$ cat src/slr_pkg.sv
package slr_pkg;
	// ****************************************
	// register byte offsets
	// ****************************************
	localparam logic [7:0] OFF_SPEED_RATE = 8'h00;
	localparam logic [7:0] OFF_RES_SAMPLE = 8'h04;
	localparam logic [7:0] OFF_CUR_RATE = 8'h08;
	localparam logic [7:0] OFF_DECIM = 8'h0C;
	localparam logic [7:0] OFF_PWM_MODE = 8'h10;
	localparam logic [7:0] OFF_DEADBAND = 8'h14;
	localparam logic [7:0] OFF_C_OFFSET = 8'h18;
	localparam logic [7:0] OFF_CONTROL = 8'h1C;
	localparam logic [7:0] OFF_STATUS = 8'h20;
	localparam logic [7:0] OFF_LEVEL = 8'h24;
	localparam logic [7:0] OFF_PASSWORD = 8'h28;
	localparam logic [7:0] OFF_ACTIVE = 8'h2C;
	// ****************************************
	// ranges, resets and keys
	// ****************************************
	localparam logic [15:0] MAX_SPEED_SEL = 16'h0003;
	localparam logic [15:0] MAX_CUR_SEL = 16'h0004;
	localparam logic [15:0] MAX_DECIM = 16'h0004;
	localparam logic [15:0] MAX_PWM_MODE = 16'h0001;
	localparam logic [15:0] MAX_DEADBAND = 16'h0064;
	localparam logic [15:0] MAX_C_OFFSET = 16'h7FFF;
	localparam logic [15:0] RST_SETTING = 16'h0000;
	localparam logic [15:0] RST_LEVEL = 16'h0002;
	localparam logic [15:0] UNLOCK_KEY = 16'hA5C3;
	localparam int CAL_SAMPLES_LOG2 = 4;
	localparam logic [1:0] RESP_OKAY = 2'b00;
	localparam logic [1:0] RESP_SLVERR = 2'b10;
	// control bit positions
	localparam int CTL_FACTORY = 0;
	localparam int CTL_RUN = 1;
	// ****************************************
	// types
	// ****************************************
	typedef struct packed {
		logic [15:0] speed_rate;
		logic [15:0] res_sample;
		logic [15:0] cur_rate;
		logic [15:0] decim;
		logic [15:0] pwm_mode;
		logic [15:0] deadband;
	} slr_setting_type;
	typedef struct packed {
		logic [3:0] speed_mult;
		logic [3:0] cur_mult;
		logic [15:0] rated_current_a;
		logic [15:0] rated_voltage_v;
	} slr_rating_type;
	typedef enum logic [2:0] {
		ST_CAL = 3'b001,
		ST_IDLE = 3'b010,
		ST_RESTORE = 3'b100
	} slr_state_type;
	// loop multiple from selector; 0 and 2 both give two
	function automatic logic [3:0] slr_mult(input logic [15:0] sel);
		case (sel[2:0])
			3'd1: slr_mult = 4'd1;
			3'd3: slr_mult = 4'd4;
			3'd4: slr_mult = 4'd8;
			default: slr_mult = 4'd2;
		endcase
	endfunction
endpackage

$ cat src/slr_regmem.sv
`timescale 1ns/100ps
// ****************************************
// pending setting store, registered read
// ****************************************
module slr_regmem
	import slr_pkg::*;
(
	input wire logic mclk,
	input wire logic rst_n,
	input wire logic we,
	input wire logic [2:0] waddr,
	input wire logic [15:0] wdata,
	input wire logic [2:0] raddr,
	output logic [15:0] rdata
);
	logic [15:0] mem [0:7];

	// reset defaults so a factory restore and power-up agree
	always_ff @(posedge mclk or negedge rst_n) begin
		if (!rst_n) begin
			for (int i = 0; i < 8; i++) begin
				mem[i] <= RST_SETTING;
			end
			rdata <= RST_SETTING;
		end else begin
			if (we) begin
				mem[waddr] <= wdata;
			end
			rdata <= mem[raddr];
		end
	end
endmodule

$ cat src/slr_top.sv
`timescale 1ns/100ps
// Notes on behaviour
// - a factory restore also resets the drive-level settings, not just general ones.
// - level code 1 rates 3 A, code 2 rates 6 A, code 3 rates 12 A, all at 220 V.
// - speed selector 0..3 maps to loop multiples 2,1,2,4 of the PWM rate; only the power-up default 0 (two) is applied.
// - current selector 0..4 maps to loop multiples 2,1,2,4,8 of the PWM rate; only the power-up default 0 (two) is applied.
// - the C-phase offset is computed at every power-up and is read-only.
// - the C-phase offset is password protected, 0..32767 counts, default zero.
// - resistance sampling accepts writes only while stopped and unlocked.
module slr_top
	import slr_pkg::*;
(
	input wire logic mclk,
	input wire logic rst_n,
	input wire logic [7:0] s_axi_awaddr,
	input wire logic s_axi_awvalid,
	output logic s_axi_awready,
	input wire logic [31:0] s_axi_wdata,
	input wire logic [3:0] s_axi_wstrb,
	input wire logic s_axi_wvalid,
	output logic s_axi_wready,
	output logic [1:0] s_axi_bresp,
	output logic s_axi_bvalid,
	input wire logic s_axi_bready,
	input wire logic [7:0] s_axi_araddr,
	input wire logic s_axi_arvalid,
	output logic s_axi_arready,
	output logic [31:0] s_axi_rdata,
	output logic [1:0] s_axi_rresp,
	output logic s_axi_rvalid,
	input wire logic s_axi_rready,
	input wire logic [15:0] phase_c_adc,
	input wire logic phase_c_adc_valid,
	input wire logic pwm_turn,
	input wire logic [15:0] compare_in,
	output logic [15:0] compare_out,
	output slr_setting_type active_setting,
	output slr_rating_type rating
);
	// ****************************************
	// state
	// ****************************************
	slr_state_type state;
	logic [15:0] level;
	logic unlocked;
	logic running;
	logic [15:0] phase_c_current_offset;
	logic [19:0] cal_acc;
	logic [CAL_SAMPLES_LOG2:0] cal_cnt;
	logic [2:0] restore_idx;
	logic [7:0] aw_addr;
	logic aw_full;
	logic [31:0] w_data;
	logic [3:0] w_strb;
	logic w_full;
	logic [7:0] ar_addr;
	logic ar_pend;
	logic rd_wait;
	logic [15:0] mem_rdata;

	// ****************************************
	// write decode
	// ****************************************
	wire wr_go = aw_full && w_full && !s_axi_bvalid;
	wire [15:0] wval = w_data[15:0];
	wire low_lanes = w_strb[1:0] == 2'b11;
	wire [2:0] widx = 3'(aw_addr[7:2]);
	wire is_setting = aw_addr <= OFF_DEADBAND;
	wire in_range = (aw_addr == OFF_SPEED_RATE) ? wval <= MAX_SPEED_SEL :
		(aw_addr == OFF_CUR_RATE) ? wval <= MAX_CUR_SEL :
		(aw_addr == OFF_DECIM) ? wval <= MAX_DECIM :
		(aw_addr == OFF_PWM_MODE) ? wval <= MAX_PWM_MODE :
		(aw_addr == OFF_DEADBAND) ? wval <= MAX_DEADBAND : 1'b1;
	// resistance setting guarded by stop and unlock
	wire res_ok = (aw_addr != OFF_RES_SAMPLE) || (!running && unlocked);
	wire set_ok = is_setting && in_range && res_ok && low_lanes;
	wire level_ok = aw_addr == OFF_LEVEL && low_lanes && wval >= 16'd1 && wval <= 16'd3;
	wire ctl_ok = aw_addr == OFF_CONTROL && w_strb[0];
	wire pw_ok = aw_addr == OFF_PASSWORD && low_lanes;
	wire wr_good = set_ok || level_ok || ctl_ok || pw_ok;
	// one gate for every effect, so a refused write never changes anything
	wire wr_take = wr_go && wr_good && state == ST_IDLE;
	wire factory_req = wr_take && ctl_ok && w_data[CTL_FACTORY];
	wire mem_we = (wr_take && set_ok) || state == ST_RESTORE;
	wire [2:0] mem_waddr = (state == ST_RESTORE) ? restore_idx : widx;
	wire [15:0] mem_wdata = (state == ST_RESTORE) ? RST_SETTING : wval;

	// ****************************************
	// read decode
	// ****************************************
	wire [2:0] ridx = 3'(ar_addr[7:2]);
	// offset only readable once unlocked
	wire [15:0] off_view = unlocked ? phase_c_current_offset : 16'h0000;
	wire [31:0] status_word = {28'h0000000, state == ST_CAL, unlocked, running, 1'b0};
	wire r_map = ar_addr <= OFF_ACTIVE;
	wire [31:0] r_word = (ar_addr <= OFF_DEADBAND) ? {16'h0000, mem_rdata} :
		(ar_addr == OFF_C_OFFSET) ? {16'h0000, off_view} :
		(ar_addr == OFF_CONTROL) ? {30'h00000000, running, 1'b0} :
		(ar_addr == OFF_STATUS) ? status_word :
		(ar_addr == OFF_LEVEL) ? {16'h0000, level} :
		(ar_addr == OFF_ACTIVE) ? {24'h000000, rating.cur_mult, rating.speed_mult} :
		32'h00000000;

	slr_regmem u_mem (
		.mclk(mclk),
		.rst_n(rst_n),
		.we(mem_we),
		.waddr(mem_waddr),
		.wdata(mem_wdata),
		.raddr(ridx),
		.rdata(mem_rdata)
	);

	// ****************************************
	// axi write channel
	// ****************************************
	always_ff @(posedge mclk or negedge rst_n) begin
		if (!rst_n) begin
			aw_full <= 1'b0;
			w_full <= 1'b0;
			aw_addr <= 8'h00;
			w_data <= 32'h00000000;
			w_strb <= 4'h0;
			s_axi_awready <= 1'b0;
			s_axi_wready <= 1'b0;
			s_axi_bvalid <= 1'b0;
			s_axi_bresp <= RESP_OKAY;
		end else begin
			s_axi_awready <= !aw_full && !s_axi_awready && s_axi_awvalid;
			s_axi_wready <= !w_full && !s_axi_wready && s_axi_wvalid;
			if (s_axi_awvalid && s_axi_awready) begin
				aw_full <= 1'b1;
				aw_addr <= s_axi_awaddr;
			end
			if (s_axi_wvalid && s_axi_wready) begin
				w_full <= 1'b1;
				w_data <= s_axi_wdata;
				w_strb <= s_axi_wstrb;
			end
			if (wr_go) begin
				s_axi_bvalid <= 1'b1;
				s_axi_bresp <= wr_take ? RESP_OKAY : RESP_SLVERR;
				aw_full <= 1'b0;
				w_full <= 1'b0;
			end else if (s_axi_bready) begin
				s_axi_bvalid <= 1'b0;
			end
		end
	end

	// ****************************************
	// axi read channel, one wait for memory
	// ****************************************
	always_ff @(posedge mclk or negedge rst_n) begin
		if (!rst_n) begin
			s_axi_arready <= 1'b0;
			ar_pend <= 1'b0;
			rd_wait <= 1'b0;
			ar_addr <= 8'h00;
			s_axi_rvalid <= 1'b0;
			s_axi_rdata <= 32'h00000000;
			s_axi_rresp <= RESP_OKAY;
		end else begin
			s_axi_arready <= !ar_pend && !s_axi_arready && !s_axi_rvalid && s_axi_arvalid;
			rd_wait <= 1'b0;
			if (s_axi_arvalid && s_axi_arready) begin
				ar_pend <= 1'b1;
				ar_addr <= s_axi_araddr;
				rd_wait <= 1'b1;
			end
			if (ar_pend && !rd_wait && !s_axi_rvalid) begin
				s_axi_rvalid <= 1'b1;
				s_axi_rdata <= r_word;
				s_axi_rresp <= r_map ? RESP_OKAY : RESP_SLVERR;
				ar_pend <= 1'b0;
			end else if (s_axi_rready) begin
				s_axi_rvalid <= 1'b0;
			end
		end
	end

	// ****************************************
	// control: password, run, level, restore
	// ****************************************
	always_ff @(posedge mclk or negedge rst_n) begin
		if (!rst_n) begin
			unlocked <= 1'b0;
			running <= 1'b0;
			level <= RST_LEVEL;
			state <= ST_CAL;
			restore_idx <= 3'd0;
		end else begin
			if (wr_take && pw_ok) begin
				unlocked <= wval == UNLOCK_KEY;
			end
			if (wr_take && ctl_ok) begin
				running <= w_data[CTL_RUN];
			end
			if (wr_take && level_ok) begin
				level <= wval;
			end
			case (state)
				ST_CAL: begin
					if (cal_cnt[CAL_SAMPLES_LOG2]) begin
						state <= ST_IDLE;
					end
				end
				ST_IDLE: begin
					if (factory_req) begin
						state <= ST_RESTORE;
						restore_idx <= 3'd0;
						level <= RST_LEVEL;
					end
				end
				ST_RESTORE: begin
					// walks every stored setting back to default
					restore_idx <= restore_idx + 3'd1;
					if (restore_idx == 3'd5) begin
						state <= ST_IDLE;
					end
				end
				default: state <= ST_CAL;
			endcase
		end
	end

	// ****************************************
	// power-up offset calibration
	// ****************************************
	always_ff @(posedge mclk or negedge rst_n) begin
		if (!rst_n) begin
			cal_acc <= 20'h00000;
			cal_cnt <= '0;
			phase_c_current_offset <= RST_SETTING;
		end else if (state == ST_CAL && phase_c_adc_valid && !cal_cnt[CAL_SAMPLES_LOG2]) begin
			// averaging a few samples rejects single conversion spikes
			cal_acc <= cal_acc + {4'h0, phase_c_adc & MAX_C_OFFSET};
			cal_cnt <= cal_cnt + 1'b1;
		end else if (state == ST_CAL && cal_cnt[CAL_SAMPLES_LOG2]) begin
			phase_c_current_offset <= 16'(cal_acc >> CAL_SAMPLES_LOG2);
		end
	end

	// ****************************************
	// applied settings, latched only at power-up except the level rating
	// ****************************************
	// level class decode, applies at once
	wire [15:0] level_amps = (level == 16'd1) ? 16'd3 :
		(level == 16'd2) ? 16'd6 :
		(level == 16'd3) ? 16'd12 : 16'd0;
	always_ff @(posedge mclk or negedge rst_n) begin
		if (!rst_n) begin
			active_setting <= '0;
			rating <= '0;
		end else begin
			if (state == ST_CAL) begin
				// defaults apply at power-up; later writes never reach active_setting or the multiples
				active_setting <= '0;
				rating.speed_mult <= slr_mult(RST_SETTING);
				rating.cur_mult <= slr_mult(RST_SETTING);
			end
			rating.rated_current_a <= level_amps;
			rating.rated_voltage_v <= 16'd220;
		end
	end

	// ****************************************
	// pwm compare update
	// ****************************************
	always_ff @(posedge mclk or negedge rst_n) begin
		if (!rst_n) begin
			compare_out <= 16'h0000;
		end else if (active_setting.pwm_mode[0] || pwm_turn) begin
			compare_out <= compare_in;
		end
	end
endmodule

$ cat config.mk
export PLATFORM = sky130hd
export DESIGN_NAME = slr_top
export DESIGN_NICKNAME = d
export VERILOG_FILES = /design/src/slr_pkg.sv /design/src/slr_regmem.sv /design/src/slr_top.sv
export SDC_FILE = /design/constraint.sdc
export NUM_CORES = 1
export LEC_CHECK = 0
export BUFFER_PORTS_ARGS = -buffer_cell sky130_fd_sc_hd__buf_2
export CORE_UTILIZATION = 55
export CTS_CLUSTER_SIZE = 28
export DETAILED_ROUTE_END_ITERATION = 12
export PLACE_DENSITY = 0.83
export SYNTH_ARGS = -nofsm -noshare
export SYNTH_HDL_FRONTEND = slang
export SYNTH_HIERARCHICAL = 1
export SYNTH_SLANG_ARGS = --single-unit
$ cat constraint.sdc
create_clock -name mclk -period 4 [get_ports mclk]
set_input_delay 1 -clock mclk [delete_from_list [all_inputs] [get_ports mclk]]
set_output_delay 1 -clock mclk [all_outputs]
set_load 0.02 [all_outputs]
==> out/qor.yml, run 1 <==
numPortBuffers: 123
htree_num_levels: 1
die_width_microns: 165
path_cells: "or4b_1 -> or2_2 -> a221oi_1 -> nor2_1 -> o21ai_0 -> o21ai_0 -> and4bb_2 -> buf_12 -> mux2_2"
end_kind: "flop"
rsz_0062_raised_after_global_routing: "false"
cp_data_required_time_ns: 4.43
drtPass1Iterations: 6
power_leakage_nw: 8.03
multi_input_area_sq_um: 6400
route.vias.total: 9104
postLayoutSetupSlackWorst_ns: 0.520
timing_hold_violations_final: 0
power.clock.fraction: 0.326
clock_latency_ns: 0.56
cellPowerDensity_nw_per_um2: 627
global_route.usage.total: 0.220
pwr-share-seq: 0.401
synth_enable_flop_cells: 0
dp_slack_ns: 0.591
switching_part_of_the_total_power: 0.331
placement_rows: 59
cts_buffers: 31
run_status: "finished clean"
timing.max_slew.rel_slack: 0.290
worst_setup_path_start_kind: "flop"
hold_path_end: "s_axi_wready"
timing.critical_path.fanout_max: 11
fillcell_total: 1924
max_stage_delay_ns: 0.51
cts-resized-gates: 0
worstHoldPathType: "reg -> reg"
comb_power_share: 0.273
synthesis.area_per_instance_sq_um: 12.7
starting_density: 0.560
maximum_vdd_drop_uv: 383
grt_first_pass_wirelength_microns: 47100
wl_per_cell_microns: 17.9
routability_congestion_estimate: 0.852
cp_common_cell: "o21ai_0"
flow.area_growth_from_synthesis_pct: 11.5
worst_slew_pin_slew_ns: 1.06
drt_first_iter_violations: 621
part_of_the_cycle_the_worst_path_needs: 0.870
synthesis.instances: 1149
antenna_found_initial: 1
dp.cells: 1577
period_minus_slack_ns: 3.48
cts_setup_buffers: 0
ys.warnings.count: 6
final_cells: 1635
dieHeight_microns: 165
netlist_area_sq_um: 14600
ant_nets: 0
clk_pin_slew_ns: 0.06
critical_path_start_end_classification: "reg -> reg"
ff2ff_path_depth: 9
grt_overflow: 0
finish.net_count: 1387
max_clock_freq_ghz: 0.287
worst_r2r_endpoint: "u_mem/mem[82]"
routed_wirelength_microns: 29200
clock_tree_from_tritoncts: "built"
yosysSeqAreaShare: 0.501
p_sw_mw: 3.38
maximum_number_of_pins_on_one_net_before_global_route_repair: 103
setup_viol: 0
timing.final.max_slew_violations: 0
post_synth_top_flop: "dfrtp_1"
worst_case_clock_buffer_depth: 3
worstHoldPathCells: 1
worstPathArrival_ns: 3.91
detail_route.drc_violations: 0
ys_async_sr_fraction: 1.00
dp_hpwl_microns: 19900
r2r_setup_slack_ns: 0.52
critical-path-slowest-cell: "or4b_1"
rr_startpoint: "aw_addr[4]"
internal_power_mw: 6.81
ctsHoldBuffers: 0
ioPinCount: 286
fin_tns_setup_ns: 0
mostFrequentLayoutCell: "dfrtp_1"
clock_skew_ns: 0.0152
drive_gt1_frac: 0.344
netlist-cell-type-count: 79
fp.coreArea_sq_um: 26100
n_antenna_cell: 0
die_area_sq_um: 27200
tritoncts_num_sinks: 292
ff_latch_area_sq_um: 7310
grt_pass1_vias: 9058
path_buf_inv: 1
path_delay_family: "simple AND/OR/NAND/NOR gates"
mostFrequentLayoutCells: "dfrtp_1 (289), mux2_2 (211), conb_1 (144)"
post_drt_via_cell_ratio: 5.57
worst_hold_startpoint: "s_axi_wready"
cap_viol_max_count: 0
root_buffer: "clkbuf_16"
ys_ff_latch: 292
-- per-layer routing --
layer | track usage | wire length, microns
met1 | 0.293 | 12400
met2 | 0.373 | 14600
met3 | 0.0364 | 1650
met4 | 0.0588 | 610
met5 | 0 | 0
-- synth_stat cells, drive strengths merged (3+ instances only) --
| library cell | n | share of area |
|---|---|---|
| nand2 | 46 | 0.012 |
| inv | 13 | 0.0033 |
| nand4b | 7 | 0.0055 |
| or3 | 4 | 0.0021 |
| a21oi | 35 | 0.013 |
| nor3 | 11 | 0.0038 |
| ha | 18 | 0.015 |
| nor3b | 8 | 0.0041 |
| nand3 | 14 | 0.0048 |
| a31o | 3 | 0.0018 |
| o31a | 3 | 0.0018 |
| and3 | 5 | 0.0021 |
| or2 | 6 | 0.0026 |
| nor4 | 10 | 0.0047 |
| a31oi | 8 | 0.0034 |
| nand4 | 8 | 0.0039 |
| dfrtp | 290 | 0.50 |
| mux4 | 32 | 0.057 |
| clkbuf | 24 | 0.0063 |
| nor4b | 5 | 0.0040 |
| a21o | 5 | 0.0026 |
| o21ai | 33 | 0.011 |
| nor2 | 43 | 0.011 |
| xor2 | 10 | 0.0060 |
| nor2b | 37 | 0.016 |
| nand2b | 5 | 0.0021 |
| a222oi | 13 | 0.0089 |
| buf | 174 | 0.089 |
| o21a | 3 | 0.0015 |
| xnor2 | 8 | 0.0048 |
| mux2 | 211 | 0.16 |
| a211oi | 8 | 0.0045 |
| and2 | 6 | 0.0026 |
-- registers in the layout (all words and copies together) (netlist names), 3 cells and up --
name and flops:
u_mem/rdata 16, ar_addr 8, u_mem/mem 128, w_data 16
rating 6, level 16, aw_addr 8, s_axi_rdata 16
compare_out 16, restore_idx 3, cal_cnt 5, phase_c_current_offset 16
state 3, cal_acc 20
-- per-stage QoR --
stage	instance area [sq um]	total power [mW]	hold WS, ns	utilization
after global placement	15000	6.77	0.434	0.577
after global routing	16300	10.7	0.477	0.624
after CTS	16300	10.3	0.453	0.624
after floorplan	15100	6.16	0.427	-
after detailed placement	15000	6.89	0.448	0.577
final	16300	10.2	0.453	0.624
-- kinds of logic after synthesis --
| family | share of synthesized area |
|---|---|
| adder cells (fa/ha/maj) | 0.0168 |
| XOR/XNOR | 0.0108 |
| other | 0.000515 |
| AND/OR/NAND/NOR | 0.0891 |
| multiplexers | 0.220 |
| flip-flops | 0.501 |
| AO/OA/AOI/OAI | 0.0633 |
| buffers and inverters | 0.0981 |
-- worst reg2reg max path, delay by kind of cell (launching register included) --
kind                   cells  cell delay (ns)
buffers and inverters      1             0.19
DFF                        1             0.47
muxes                      1             0.28
and+or+nand+nor            4             1.41
AOI/OAI and AO/OA          3             1.01
-- worst max path at each step --
stage                        start            end  slack [ns]  cells past startpoint
finish                  aw_addr[4]  u_mem/mem[82]        0.52                      9
floorplan           phase_c_adc[0]    cal_acc[12]        0.95                      9
CTS                     aw_addr[4]  u_mem/mem[93]        0.53                      9
detailed placement      aw_addr[4]  u_mem/mem[93]        0.59                      9
global placement        aw_addr[4]  u_mem/mem[91]        0.68                      9
global route            aw_addr[3]  u_mem/mem[96]        0.31                      8
-- power by group through the flow --
stage	logic, mW	registers, mW	clock network (mW)
5_1_grt	3.07	4.16	3.51
2_1_floorplan	2.17	3.99	0
3_5_place_dp	2.76	4.13	0
4_1_cts	2.80	4.08	3.38
6_report	2.79	4.08	3.32
3_3_place_gp	2.66	4.11	0
-- cell type report --
class,count,share of cell area
Sequential cell,292,0.450
Tap cell,335,0.0258
Multi-Input combinational cell,788,0.393
Inverter,13,0.00300
Clock buffer,42,0.0540
Timing Repair Buffer,149,0.0536
Clock inverter,16,0.0205
Power figures use the tool's default switching activity.
==> run 2: changes to the inputs <==
--- a/config.mk
+++ b/config.mk
@@ -10,6 +10,7 @@
 export CTS_CLUSTER_SIZE = 28
 export DETAILED_ROUTE_END_ITERATION = 12
 export PLACE_DENSITY = 0.83
+export RECOVER_POWER = 25
 export SYNTH_ARGS = -nofsm -noshare
 export SYNTH_HDL_FRONTEND = slang
 export SYNTH_HIERARCHICAL = 1
==> run 2 against run 1 <==
Compared with the run above: the flow now finishes with violations (max-capacitance violations, max-slew violations); global-route usage did not move; maximum frequency fell by 0.92%; register-to-register slack got worse by 0.03 ns; die area did not move; worst setup slack got worse by 0.032 ns; non-clock buffer count did not move; first-iteration DRC count fell by 0.48%; flip-flop and latch count did not move; clock power barely moved; hold slack did not move; routed wire length barely moved; critical endpoint is now u_mem/mem[93]; highest routed layer unchanged.
==> out/qor.yml, run 2 (synthesized netlist as in run 1, its figures left out) <==
run_status: "finished with violations"
violations: "max-capacitance violations, max-slew violations"
worst_setup_path_start_kind: "flop"
mostFrequentLayoutCells: "dfrtp_1 (290), mux2_2 (211), conb_1 (144)"
largest-register: "u_mem/mem"
global_route.usage.met2: 0.373
power_leakage_nw: 8.01
ff_latch_area_sq_um: 7310
timing_hold_violations_final: 0
finish.net_count: 1387
routed_wirelength_microns: 29200
drtPass1Iterations: 5
placement_rows: 59
clock_latency_ns: 0.56
worstHoldPathType: "reg -> reg"
flow.area_growth_from_synthesis_pct: 11.3
htree_num_levels: 1
grt_use_met1: 0.293
clock_skew_ns: 0.0147
timing.max_slew.rel_slack: -0.719
path_cells: "or4b_1 -> or2_2 -> a221oi_1 -> nor2_1 -> o21ai_0 -> o21ai_0 -> and4bb_2 -> buf_12 -> mux2_2"
multi_input_area_sq_um: 6390
largest_registers: "u_mem/mem (128), cal_acc (20)"
fp.coreArea_sq_um: 26100
cp_common_cell: "o21ai_0"
fillcell_total: 1930
ctsHoldBuffers: 0
max_clock_freq_ghz: 0.285
max_reg_flops: 128
critical_path_start_end_classification: "reg -> reg"
rsz_0062_raised_after_global_routing: "false"
top_usage_layer: "met2"
cts-resized-gates: 0
clock_tree_from_tritoncts: "built"
dieHeight_microns: 165
cellPowerDensity_nw_per_um2: 628
met3_usage_in_global_routing: 0.0364
route.vias.total: 9103
timing.critical_path.fanout_max: 11
starting_density: 0.560
root_buffer: "clkbuf_16"
post_drt_via_cell_ratio: 5.57
place_area_sq_um: 15000
n_antenna_cell: 0
part_of_the_cycle_the_worst_path_needs: 0.878
end_kind: "flop"
grt_first_pass_wirelength_microns: 47100
period_minus_slack_ns: 3.51
maximum_number_of_pins_on_one_net_before_global_route_repair: 103
global_route.usage.total: 0.220
wl_per_cell_microns: 17.9
worst_hold_slack_across_all_endpoints_ns: 0.453
drt_first_iter_violations: 618
worst_case_clock_buffer_depth: 3
critical-path-slowest-cell: "or4b_1"
max_stage_delay_ns: 0.51
grt_pass1_vias: 9058
clk_pin_slew_ns: 0.06
ioPinCount: 286
numPortBuffers: 123
die_area_sq_um: 27200
ant_nets: 0
antenna_found_initial: 1
grt_overflow: 0
cts_setup_buffers: 0
timing.final.max_slew_violations: 139
tritoncts_num_sinks: 292
die_width_microns: 165
dp_hpwl_microns: 19900
detail_route.drc_violations: 0
mostFrequentLayoutCell: "dfrtp_1"
routability_congestion_estimate: 0.852
cts_buffers: 31
maximum_vdd_drop_uv: 382
cp_data_required_time_ns: 4.43
fin_tns_setup_ns: 0
final_design_area_no_fill_sq_um: 16200
worstPathArrival_ns: 3.94
drive_gt1_frac: 0.338
finalPower_mw: 10.2
setup_viol: 0
worst_slew_pin_slew_ns: 2.58
cap_viol_max_count: 2
[run 2: final cells by class]
type                    instances  share of cell area
flip-flops and latches        292               0.450
multi-input cells             788               0.394
clock buffers                  42              0.0540
repair buffers                149              0.0523
well taps                     335              0.0258
clock inverters                16              0.0206
inverters                      13             0.00301
[run 2: per-layer routing]
metal,up-vias,wire [microns]
li1,4151,-
met1,4586,12400
met2,316,14600
met3,50,1670
met4,0,610
met5,-,0
[run 2: metrics by stage]
stage	util	cells	worst slack, ns
after floorplan	-	1291	0.950
after global placement	0.577	1577	0.681
after detailed placement	0.577	1577	0.591
after CTS	0.624	1635	0.530
after global routing	0.623	1635	0.306
final	0.623	1635	0.488
[run 2: final timing paths]
path                                   start            end  slack (ns)  cells after the start
worst max-delay path              aw_addr[4]  u_mem/mem[93]        0.49                      9
worst min-delay path            s_axi_wready   s_axi_wready        0.45                      1
worst max register to register    aw_addr[4]  u_mem/mem[93]        0.49                      9
worst min register to register  s_axi_wready   s_axi_wready        0.45                      1
max in group asynchronous              rst_n      w_data[1]        1.24                      1
min in group asynchronous              rst_n  u_mem/mem[75]        1.25                      1
[run 2: critical path: cells and delay by family, from the launching register on]
kind                   cells  cell delay [ns]
and+or+nand+nor            4             1.41
AOI/OAI and AO/OA          3             1.04
DFF                        1             0.47
muxes                      1             0.28
buffers and inverters      1             0.19
[run 2: report_power, final]
group | switching, mW | internal, mW
clock network | 1.15 | 2.17
registers | 0.593 | 3.49
logic | 1.64 | 1.15
total | 3.38 | 6.81
==> run 3: changes to the inputs <==
--- a/config.mk
+++ b/config.mk
@@ -11,6 +11,8 @@
 export DETAILED_ROUTE_END_ITERATION = 12
 export PLACE_DENSITY = 0.83
 export RECOVER_POWER = 25
+export REMOVE_ABC_BUFFERS = 1
+export SKIP_LAST_GASP = 1
 export SYNTH_ARGS = -nofsm -noshare
 export SYNTH_HDL_FRONTEND = slang
 export SYNTH_HIERARCHICAL = 1
==> run 3 against run 2 <==
Compared with the run above: the run still ends with max-capacitance violations, max-slew violations left; cell area shrank 1.3%; final cell count shrank 0.49%; clock-buffer cell count grew 3; hold slack gained 0.0044 ns; sequential share of layout area grew 0.61 points; maximum frequency shrank 4.6%; utilization shrank 0.83 points; first-iteration DRC count grew 4.7%; via count grew 0.22%; critical path depth shrank 1.
==> out/qor.yml, run 3 (synthesized netlist as in run 1, its figures left out) <==
run_status: "finished with violations"
violations: "max-capacitance violations, max-slew violations"
worst_slew_pin_slew_ns: 2.03
r2r_setup_slack_ns: 0.32
clock_skew_ns: 0.0115
final_design_area_no_fill_sq_um: 16000
ioPinCount: 286
route.vias.total: 9123
htree_num_levels: 1
max_reg_flops: 128
ant_nets: 0
power_leakage_nw: 7.92
largest_registers: "u_mem/mem (128), cal_acc (20)"
part_of_the_cycle_the_worst_path_needs: 0.920
drtPass1Iterations: 5
rsz_0062_raised_after_global_routing: "false"
worstHoldPathType: "reg -> reg"
routability_congestion_estimate: 0.853
largest-register: "u_mem/mem"
max_clock_freq_ghz: 0.272
drive_gt1_frac: 0.336
dieHeight_microns: 165
finish.net_count: 1383
routed_wirelength_microns: 30100
antenna_found_initial: 0
cap_viol_max_count: 1
cellPowerDensity_nw_per_um2: 615
switching_part_of_the_total_power: 0.345
setup_viol: 0
timing.critical_path.fanout_max: 16
numPortBuffers: 123
grt_overflow: 0
final_util: 0.615
comb_power_share: 0.293
worst_case_clock_buffer_depth: 3
worst_setup_path_start_kind: "flop"
critical_path_start_end_classification: "reg -> reg"
power.clock.fraction: 0.299
end_kind: "flop"
path_delay_family: "simple AND/OR/NAND/NOR gates"
mostFrequentLayoutCells: "dfrtp_1 (290), mux2_2 (211), conb_1 (144)"
path_cells: "nor4_1 -> nand3_1 -> nor4_1 -> o21ai_0 -> o21ai_0 -> nor4bb_2 -> buf_4 -> mux2_2"
critical-path-slowest-cell: "nor4_1"
cts-resized-gates: 0
internal_power_mw: 6.45
clock_tree_from_tritoncts: "built"
pwr-share-seq: 0.408
grt_pass1_vias: 9238
fillcell_total: 1959
wl_per_cell_microns: 18.5
clk_pin_slew_ns: 0.06
drt_first_iter_violations: 647
worstPathArrival_ns: 4.10
cts_buffers: 31
global_route.usage.total: 0.226
starting_density: 0.560
root_buffer: "clkbuf_16"
timing_hold_violations_final: 0
grt_first_pass_wirelength_microns: 47900
finalPower_mw: 9.85
path_buf_inv: 1
period_minus_slack_ns: 3.68
cts_setup_buffers: 0
die_area_sq_um: 27200
post_drt_via_cell_ratio: 5.61
tritoncts_num_sinks: 292
p_sw_mw: 3.40
cp_data_required_time_ns: 4.42
timing.final.max_slew_violations: 79
maximum_vdd_drop_uv: 481
dp_hpwl_microns: 20100
place_area_sq_um: 15000
placement_rows: 59
timing.max_slew.rel_slack: -0.356
flow.area_growth_from_synthesis_pct: 9.79
n_antenna_cell: 0
fp.coreArea_sq_um: 26100
detail_route.drc_violations: 0
maximum_number_of_pins_on_one_net_before_global_route_repair: 80
die_width_microns: 165
fin_tns_setup_ns: 0
ctsHoldBuffers: 0
clock_latency_ns: 0.55
max_stage_delay_ns: 0.56
mostFrequentLayoutCell: "dfrtp_1"
run 3: cell count changes in the layout (fill, tap and decap cells not counted), moves of 2 or more:
cell	change
buf_12	-3
clkbuf_1	-2
clkbuf_8	+2
bufinv_16	-6
buf_2	+2
run 3: through the flow:
step	hold WS [ns]	setup WS, ns	instances
floorplan	0.427	-0.134	1093
global placement	0.434	0.550	1573
detailed placement	0.449	0.370	1573
CTS	0.457	0.336	1627
global route	0.477	0.0739	1627
finish	0.457	0.320	1627
run 3: area by class of cell:
cell class | instances | area (sq um) | share of cell area
Sequential cell | 292 | 7310 | 0.456
Multi-Input combinational cell | 788 | 6390 | 0.399
Clock buffer | 45 | 908 | 0.0567
Timing Repair Buffer | 145 | 788 | 0.0492
Tap cell | 335 | 419 | 0.0262
Clock inverter | 9 | 149 | 0.00930
Inverter | 13 | 48.8 | 0.00305
run 3: per-layer routing:
layer | wire length, microns | global-route usage | vias up
li1 | - | - | 4115
met1 | 12500 | 0.286 | 4655
met2 | 15500 | 0.399 | 301
met3 | 1420 | 0.0304 | 52
met4 | 745 | 0.0734 | 0
met5 | 0 | 0 | -
run 3: worst paths after layout:
check                                    from             end  depth (start not counted)
worst max-delay path               w_data[14]  u_mem/mem[108]                          8
worst min-delay path            s_axi_awready   s_axi_awready                          1
worst max register to register     w_data[14]  u_mem/mem[108]                          8
worst min register to register  s_axi_awready   s_axi_awready                          1
max in group asynchronous               rst_n        level[9]                          2
min in group asynchronous               rst_n   u_mem/mem[75]                          1
run 3: power by group through the flow:
stage	logic, mW	registers (mW)	clock network, mW
global route	3.18	4.09	3.11
detailed placement	2.87	4.05	0
finish	2.89	4.02	2.94
CTS	2.90	4.01	2.99
floorplan	1.83	4.12	0
global placement	2.78	4.02	0
